**config.mk**
```make
export PLATFORM = sky130hd
export DESIGN_NAME = rf_modulation_config_regs
export DESIGN_NICKNAME = d
export VERILOG_FILES = /design/src/hdl/rf_drive_select.v /design/src/hdl/rf_modulation_config_regs.v
export VERILOG_INCLUDE_DIRS = /design/src /design/src/hdl
export SDC_FILE = /design/constraint.sdc
export NUM_CORES = 1
export LEC_CHECK = 0
export BUFFER_PORTS_ARGS = -buffer_cell sky130_fd_sc_hd__buf_2
export CORE_MARGIN = 4
export CORE_UTILIZATION = 29
export CTS_BUF_LIST = sky130_fd_sc_hd__clkbuf_8
export CTS_CLUSTER_SIZE = 30
export DETAILED_ROUTE_END_ITERATION = 6
export HOLD_SLACK_MARGIN = 0.12
export PLACE_DENSITY = 0.64
export SLEW_MARGIN = 25
export SYNTH_ARGS = -nofsm -noshare
export SYNTH_HDL_FRONTEND = slang
export SYNTH_SLANG_ARGS = --single-unit
```
**constraint.sdc**
```tcl
create_clock -name i_clk -period 2.24 [get_ports i_clk]
set_input_delay 0.224 -clock i_clk [delete_from_list [all_inputs] [get_ports i_clk]]
set_output_delay 0.224 -clock i_clk [all_outputs]
set_load 0.01 [all_outputs]
```
**src/hdl/rf_mod_consts.vh**
```
`ifndef RF_MOD_CONSTS_VH
`define RF_MOD_CONSTS_VH
// Register byte addresses (offsets are multiples of four: index * 4)
`define REG_AUX_IDX 8'h28
`define REG_PT_IDX 8'h29
`define ADDR_W 12
`define ADDR_AUX 12'h0a0
`define ADDR_PT 12'h0a4
// Aux register fields
`define AUX_REG_AM_OFF 7
`define AUX_EXT_POL 6
`define AUX_EXT_EN 5
`define AUX_DRV_LM 4
`define AUX_RESIST_AM 3
`define AUX_SHAPED_AM 2
`define AUX_RESET 8'h10
`define AUX_WMASK 8'hfc
// Passive target fields
`define PT_MOD_HI 7
`define PT_MOD_LO 4
`define PT_UNMOD_HI 3
`define PT_UNMOD_LO 0
`define PT_RESET 8'h70
`define PT_CODE_HIGHZ 4'hf
// Bus responses
`define RESP_OKAY 2'b00
`define RESP_SLVERR 2'b10
`endif

```
**src/hdl/rf_drive_select.v**
```verilog
`timescale 1ns/1ps
`default_nettype none
`include "rf_mod_consts.vh"
// Picks the driver resistance code for the present modulation state
module rf_drive_select (
  input wire i_mod_state,
  input wire [3:0] i_ptm_code,
  input wire [3:0] i_pt_code,
  output wire [3:0] o_code,
  output wire o_highz
);
  // Modulated state uses the upper field, idle state the lower
  assign o_code = i_mod_state ? i_ptm_code : i_pt_code;
  // Top code floats the driver instead of a resistance
  assign o_highz = (o_code == `PT_CODE_HIGHZ);
endmodule // rf_drive_select
`default_nettype wire

```
**src/hdl/rf_modulation_config_regs.v**
```verilog
`timescale 1ns/1ps
`default_nettype none
`include "rf_mod_consts.vh"
module rf_modulation_config_regs (
  input wire i_clk,
  input wire i_nrst,
  // AXI4-Lite write address
  input wire i_awvalid,
  output reg o_awready,
  input wire [`ADDR_W-1:0] i_awaddr,
  // AXI4-Lite write data
  input wire i_wvalid,
  output reg o_wready,
  input wire [31:0] i_wdata,
  input wire [3:0] i_wstrb,
  // AXI4-Lite write response
  output reg o_bvalid,
  input wire i_bready,
  output reg [1:0] o_bresp,
  // AXI4-Lite read address
  input wire i_arvalid,
  output reg o_arready,
  input wire [`ADDR_W-1:0] i_araddr,
  // AXI4-Lite read data
  output reg o_rvalid,
  input wire i_rready,
  output reg [31:0] o_rdata,
  output reg [1:0] o_rresp,
  // Modulation state from the transmit/load-modulation engine
  input wire i_mod_active,
  // Resistive AM modulated-state code from the neighbouring register
  input wire [6:0] i_resistive_am_resistance,
  // Controls toward the RF output stage
  output reg o_regulator_am_enable,
  output reg o_shaped_regulator_am_enable,
  output reg o_resistive_am_enable,
  output reg o_driver_loadmod_enable,
  output reg [6:0] o_resistive_am_code,
  output reg [3:0] o_driver_res_code,
  output reg o_driver_highz,
  output reg o_ext_loadmod_pin,
  output reg o_ext_loadmod_pin_oe_n
);
  //////////////////////////////////////////////////////////////////////////////
  // Register storage
  reg [7:0] aux_q; // Auxiliary modulation setting
  reg [7:0] pt_q; // Passive target drive resistances
  reg [`ADDR_W-1:0] awaddr_q; // Captured write address
  reg aw_have_q; // Write address held
  reg [31:0] wdata_q; // Captured write data
  reg [3:0] wstrb_q; // Captured byte strobes
  reg w_have_q; // Write data held
  wire do_write; // Both halves present, response slot free
  wire [3:0] sel_code; // Selected passive target code
  wire sel_highz; // Selected code floats the driver
  // Field views
  wire reg_am_off = aux_q[`AUX_REG_AM_OFF];
  wire ext_pol = aux_q[`AUX_EXT_POL];
  wire ext_en = aux_q[`AUX_EXT_EN];
  // Bits 1:0 have no view here, so they can steer nothing
  assign do_write = aw_have_q && w_have_q && !o_bvalid;

  //////////////////////////////////////////////////////////////////////////////
  // Write channel: address and data taken in either order
  // Readies pulse one cycle at a time; registered, so no path from valid to ready
  always @(posedge i_clk) begin
    if (!i_nrst) begin
      o_awready <= 1'b0;
      o_wready <= 1'b0;
      aw_have_q <= 1'b0;
      w_have_q <= 1'b0;
      awaddr_q <= {`ADDR_W{1'b0}};
      wdata_q <= 32'h0000_0000;
      wstrb_q <= 4'h0;
      o_bvalid <= 1'b0;
      o_bresp <= `RESP_OKAY;
    end else begin
      // Ready only while the slot is empty, so one write at a time
      o_awready <= !aw_have_q && !o_awready && !(i_awvalid && o_awready);
      o_wready <= !w_have_q && !o_wready && !(i_wvalid && o_wready);
      if (i_awvalid && o_awready) begin
        aw_have_q <= 1'b1;
        awaddr_q <= i_awaddr;
        o_awready <= 1'b0;
      end
      if (i_wvalid && o_wready) begin
        w_have_q <= 1'b1;
        wdata_q <= i_wdata;
        wstrb_q <= i_wstrb;
        o_wready <= 1'b0;
      end
      if (do_write) begin
        aw_have_q <= 1'b0;
        w_have_q <= 1'b0;
        o_bvalid <= 1'b1;
        // Unmapped addresses answer with an error and store nothing
        if (awaddr_q == `ADDR_AUX || awaddr_q == `ADDR_PT) begin
          o_bresp <= `RESP_OKAY;
        end else begin
          o_bresp <= `RESP_SLVERR;
        end
      end else if (o_bvalid && i_bready) begin
        o_bvalid <= 1'b0;
      end
    end
  end

  //////////////////////////////////////////////////////////////////////////////
  // Register update; only byte lane 0 carries the 8-bit fields
  // A write without lane 0 still answers OKAY but leaves both registers alone
  always @(posedge i_clk) begin
    if (!i_nrst) begin
      aux_q <= `AUX_RESET;
      pt_q <= `PT_RESET;
    end else if (do_write && wstrb_q[0]) begin
      if (awaddr_q == `ADDR_AUX) begin
        // Reserved bits masked so they never store
        aux_q <= wdata_q[7:0] & `AUX_WMASK;
      end
      if (awaddr_q == `ADDR_PT) begin
        pt_q <= wdata_q[7:0];
      end
    end
  end

  //////////////////////////////////////////////////////////////////////////////
  // Read channel: one read at a time, answer one cycle after address
  // A read that meets a write at one edge sees the older contents
  always @(posedge i_clk) begin
    if (!i_nrst) begin
      o_arready <= 1'b0;
      o_rvalid <= 1'b0;
      o_rdata <= 32'h0000_0000;
      o_rresp <= `RESP_OKAY;
    end else begin
      o_arready <= !o_rvalid && !o_arready;
      if (i_arvalid && o_arready) begin
        o_arready <= 1'b0;
        o_rvalid <= 1'b1;
        // Upper bits read zero; reserved aux bits are stored as zero
        case (i_araddr)
          `ADDR_AUX: begin
            o_rdata <= {24'h00_0000, aux_q};
            o_rresp <= `RESP_OKAY;
          end
          `ADDR_PT: begin
            o_rdata <= {24'h00_0000, pt_q};
            o_rresp <= `RESP_OKAY;
          end
          default: begin
            o_rdata <= 32'h0000_0000;
            o_rresp <= `RESP_SLVERR;
          end
        endcase
      end else if (o_rvalid && i_rready) begin
        o_rvalid <= 1'b0;
      end
    end
  end

  //////////////////////////////////////////////////////////////////////////////
  // Passive target code selection by modulation state
  // Kept combinational so the registered stage below adds the only delay
  rf_drive_select u_drive_select (
    .i_mod_state(i_mod_active),
    .i_ptm_code(pt_q[`PT_MOD_HI:`PT_MOD_LO]),
    .i_pt_code(pt_q[`PT_UNMOD_HI:`PT_UNMOD_LO]),
    .o_code(sel_code),
    .o_highz(sel_highz)
  );

  //////////////////////////////////////////////////////////////////////////////
  // Registered controls to the RF stage; one cycle behind the bits
  // Limitation: the pin trails the modulation state by one clock
  always @(posedge i_clk) begin
    if (!i_nrst) begin
      o_regulator_am_enable <= 1'b1;
      o_shaped_regulator_am_enable <= 1'b0;
      o_resistive_am_enable <= 1'b0;
      o_driver_loadmod_enable <= 1'b1;
      o_resistive_am_code <= 7'h00;
      o_driver_res_code <= 4'h0;
      o_driver_highz <= 1'b0;
      o_ext_loadmod_pin <= 1'b0;
      o_ext_loadmod_pin_oe_n <= 1'b1;
    end else begin
      // Inverted sense: zero means regulator AM runs
      o_regulator_am_enable <= !reg_am_off;
      o_shaped_regulator_am_enable <= aux_q[`AUX_SHAPED_AM];
      o_resistive_am_enable <= aux_q[`AUX_RESIST_AM];
      o_driver_loadmod_enable <= aux_q[`AUX_DRV_LM];
      // Modulated-state resistance only matters while resistive AM is on
      o_resistive_am_code <= aux_q[`AUX_RESIST_AM] ?
        i_resistive_am_resistance : 7'h00;
      // Driver code applies only with driver load modulation enabled
      if (aux_q[`AUX_DRV_LM]) begin
        o_driver_res_code <= sel_code;
        o_driver_highz <= sel_highz;
      end else begin
        o_driver_res_code <= 4'h0;
        o_driver_highz <= 1'b0;
      end
      // Pin released when disabled; polarity flips the active level
      o_ext_loadmod_pin_oe_n <= !ext_en;
      o_ext_loadmod_pin <= ext_en ? (i_mod_active ^ ext_pol) : 1'b0;
    end
  end
endmodule // rf_modulation_config_regs
`default_nettype wire

```
# [Word level (Yosys, flattened, before mapping)]
# Index checks and enable logic that the tools add are counted.
[op_classes] eq_ne=5 n_bitwise=2 muxes=8 reduce_logical=37
[op_table] cell="12-bit by 8-bit equality test with 1-bit output, second input constant" count=4
[op_table] cell="8-bit one-hot mux with 2 select lines" count=1
[op_table] cell="1-bit logical AND" count=13
[op_table] cell="1-bit zero test" count=11
[op_table] cell="2-bit AND reduction" count=5
[op_table] cell="2-bit OR reduction" count=5
[op_table] cell="4-bit equality test, second input constant" count=1
[op_table] cell="1-bit 2-to-1 mux" count=4
[op_table] cell="2-bit 2-to-1 mux" count=2
[op_table] cell="4-bit 2-to-1 mux" count=1
[op_table] cell="2-bit nonzero test" count=2
[op_table] cell="1-bit logical OR" count=1
[op_table] cell="1-bit inverter" count=1
[op_table] cell="1-bit bitwise XOR" count=1
[word_totals] out_inout_bits=59 input_bits=75 reg_bits=96 elab_cells=76

# [Logic depth before layout (Yosys ltp)]
[logic_depth] word_depth=4 mapped_depth=5

# [Hierarchy]
# A second synthesis with hierarchy kept.
[hier_totals] hier_cells=296 hier_area_um2=2790.2
[by_module_without_submodules] module="rf_modulation_config_regs" seq_area_each_um2=1401.3 n_inst=1 cells_per_inst=291 area_each_um2=2736.4
[by_module_without_submodules] module="rf_drive_select" seq_area_each_um2=0.0 n_inst=1 cells_per_inst=5 area_each_um2=53.8

# [Worst setup path after synthesis]
# OpenSTA, ideal clock, no wires.
[synth_path] path_kind="register to register" from="register awaddr_q[6]" to="register aux_q[4]" path_stages_with_launch=6 n_path_buf=1 slack_ns=0.654 t_arrival_ns=1.463 period_less_slack_ns=1.586 required_time_ns=2.117 path_cell_list="dfxtp_1 > nor4b_2 > nor4b_4 > and3b_1 > buf_6 > mux2_1"
[synth_between] elab_chain_cells=2
[synth_lines] element="start: declaration" line_no="rf_modulation_config_regs.v:48" source="reg [`ADDR_W-1:0] awaddr_q;"
[synth_lines] element="start signal: assignment" line_no="rf_modulation_config_regs.v:72" source="awaddr_q <= {`ADDR_W{1'b0}};"
[synth_lines] element="start signal: assignment" line_no="rf_modulation_config_regs.v:83" source="awaddr_q <= i_awaddr;"
[synth_lines] element="12-bit by 8-bit equality test with 1-bit output (no source line)"
[synth_lines] element="2-bit AND reduction (no source line)"
[synth_lines] element="end signal: assignment" line_no="rf_modulation_config_regs.v:113" source="aux_q <= `AUX_RESET;"
[synth_lines] element="end signal: assignment" line_no="rf_modulation_config_regs.v:118" source="aux_q <= wdata_q[7:0] & `AUX_WMASK;"
[synth_lines] element="end: declaration" line_no="rf_modulation_config_regs.v:46" source="reg [7:0] aux_q;"
# No other way between the ends.
# A chain may end at the register's enable or synchronous reset.

# [Final worst setup path]
# Ends and elaborated chain as after synthesis.

==> metrics.md <==
| Metric | Value |
|---|---|
| Vias/cell | 4.21 |
| Post-DP HPWL | 4690 um |
| Setup crit start kind | register |
| RR Startpoint | awaddr_q[6] |
| Drt pass-1 iters | 4 |
| Commonest cells post-synth | nand2_1, dfxtp_1, buf_4 |
| Slew Limit Fails | 0 |
| WL/cell | 12.3 um |
| CTS Buffer Depth | 2 |
| Crit path time final | 1.64 ns |
| Post-synth top flop | dfxtp_1 |
| Seq cells post-synth | 70 |
| DR vias | 2192 |
| Worst IR Drop VDD | 251 uV |
| Leakage | 1.62 nW |
| Critical path peak fanout | 3 |
| CTS sink count | 70 |
| Starting Density | 30.0% |
| Cell Chain, Critical Path | nor4b_2, nor4b_4, and3b_1, mux2_1 |
| First-pass GRT wire length | 10200 um |
| Count of cell types in the netlist | 32 |
| Post_cts resized | 0 |
| Kind of end point of the critical path | register |
| Synth area leaders | dfxtp_1, nand2_1, mux2i_1 |
| Rel. slew slack | 63.3% |
| Root buffer cell | clkbuf_8 |
| # IOs | 134 |
| Worst-margin pin slew | 0.550 ns |
| Ys Warns | 0 |
| Largest net degree at the start of global routing | 34 |
| Clk_lat worst skew | 0.34 ns |
| Non-Filler Instances | 521 |
| Final Setup Violations | 0 |
| Setup bufs post-CTS | 0 |
| Largest stage delay, worst path | 0.34 ns |
| DRT iter0 DRCs | 79 |
| Tcrit/Tclk final | 73.2% |
| Antenna Cells | 0 |
| Placement Rows | 35 |
| Class of the worst hold path | in -> reg |
| Fmax | 610 MHz |
| Critical path arrival | 1.87 ns |
| Mean area per synthesized cell | 9.32 um2 |
| CTS tree | done |
| Crit path buffers/inverters | 0 |
| CP startpoint | awaddr_q[6] |
| Mapped cell area | 2790 um2 |
| Remaining DRCs | 0 |
| CP max-delay cell | nor4b_2 |
| Status | completed |
| Setup CP Type | reg -> reg |
| PwrDens | 733 nW/um2 |
| EDFF count, synth | 0 |
| Total grt overflow | 0 |
| Die width | 106 um |
| Placer Congestion | 0.750 |
| Hold path start | i_awaddr[1] |
| Initial antenna violation count | 0 |
| Total Wirelength | 6400 um |
| CTS buffer count | 9 |
| Nets | 462 |
| Area Growth Syn to Fin | 26.4% |
| Yosys top cell by area | dfxtp_1 |
| Register area share after synthesis | 50.3% |
| Fin util | 37.9% |
| Fin Setup TNS | 0 ns |
| Cell with the most instances after synthesis | nand2_1 |
| CTS H-tree depth | 3 |
| Final hold vios | 0 |
| Post-synthesis cell count | 299 |
| Buffers added on ports | 80 |
| Vert. Die Dim | 106 um |
| Die area | 11200 um2 |
| Placed cells | 496 |
| Fillers | 967 |
| Clock transition at the registers of the reported paths | 0.08 ns |
| Layout cells sized above 1 | 25.5% |
| Area share of the largest cell type after synthesis | 50.3% |
| RSZ-0062 raised after global routing | no |
| Core ar. | 9280 um2 |
| Vias in the first global route | 2209 |
| Worst EP required | 2.47 ns |
| Max_cap viols | 0 |
| Asr flop ratio synth | 0% |
| Antenna Nets Post-Route | 0 |
| Worst Skew | 0.00864 ns |
| Tot GR Track Use | 11.4% |
| Largest delay share family, worst path | simple AND/OR/NAND/NOR gates |
==> cell usage in the layout (no fill, tap or decap), drive strengths merged, types with 7 or more instances in the layout <==
cell         synthesis  layout
buf                 27      82
dfxtp               70      70
mux2i               23      23
and2                12      12
conb                 1      26
o21ai               10      10
nand2               73      73
and3                 7       7
dlygate4sd3          0       9
clkbuf              12       9
a21boi              22      22
nor2                11      11
==> worst paths after layout <==
kind / end / slack, ns / cells past startpoint
min reg2reg: o_regulator_am_enable / 0.44 / 1
max reg2reg: aux_q[4] / 0.60 / 4
max: aux_q[4] / 0.60 / 4
min: awaddr_q[1] / 0.13 / 3
==> tightest hold or removal path, stage by stage <==
cell	delay, ns
buf_2	0.09
nand2_1	0.04
a21boi_0	0.06
==> registers in the layout, indices dropped and copies added (netlist names), 4 cells and up <==
signal / flops
o_rdata: 8
wdata_q: 8
awaddr_q: 12
aux_q: 6
pt_q: 8
o_resistive_am_code: 7
o_driver_res_code: 4
==> timing repair <==
item | CTS | global route
endpoints found under the hold margin | 9 | 0
hold buffers | 9 | 0
endpoints found under the setup margin | 0 | 0
==> through the flow <==
stage          power [mW]  hold slack, ns  cell area (um2)  setup slack, ns
2_1_floorplan        1.46           0.369             2880            0.654
3_3_place_gp         1.50           0.417             3220            0.610
3_5_place_dp         1.50           0.427             3220            0.571
4_1_cts              2.61           0.120             3520            0.562
5_1_grt              2.69           0.132             3520            0.444
6_report             2.58           0.128             3520            0.600
==> cell families (layout without fill, tap and decap cells) <==
kind of cell / Yosys count / in the layout / share of synthesized area, %
multiplexers: 24 / 24 / 8.67
AND/OR/NAND/NOR: 126 / 126 / 22.4
AO/OA/AOI/OAI: 36 / 36 / 8.89
flip-flops: 70 / 70 / 50.3
other: 1 / 26 / 0.135
buffers and inverters: 41 / 109 / 9.30
XOR/XNOR: 1 / 1 / 0.314
==> area by class of cell <==
type                       count  area, um2  share of cell area (%)
sequential                    70       1400                    39.8
inverter                       2       7.51                   0.213
multi-input combinational    213       1220                    34.6
tap                          129        161                    4.58
timing repair buffer          91        518                    14.7
clock buffer                   9        124                    3.52
clock inverter                 7       90.1                    2.56
==> layer usage <==
layer | track usage, % | vias up | wire length (um)
li1 | - | 1113 | -
met1 | 13.1 | 1002 | 2880
met3 | 3.10 | 10 | 396
met2 | 19.6 | 67 | 3010
met5 | 0 | - | 0
met4 | 5.55 | 0 | 120
==> report_power, final <==
part	leakage, nW	total (mW)	switching, mW	internal (mW)
Clock	0.110	1.09	0.474	0.621
Combinational	0.943	0.189	0.104	0.0851
Sequential	0.568	1.30	0.0211	1.28
No activity file was read; power rests on OpenSTA's default activity.
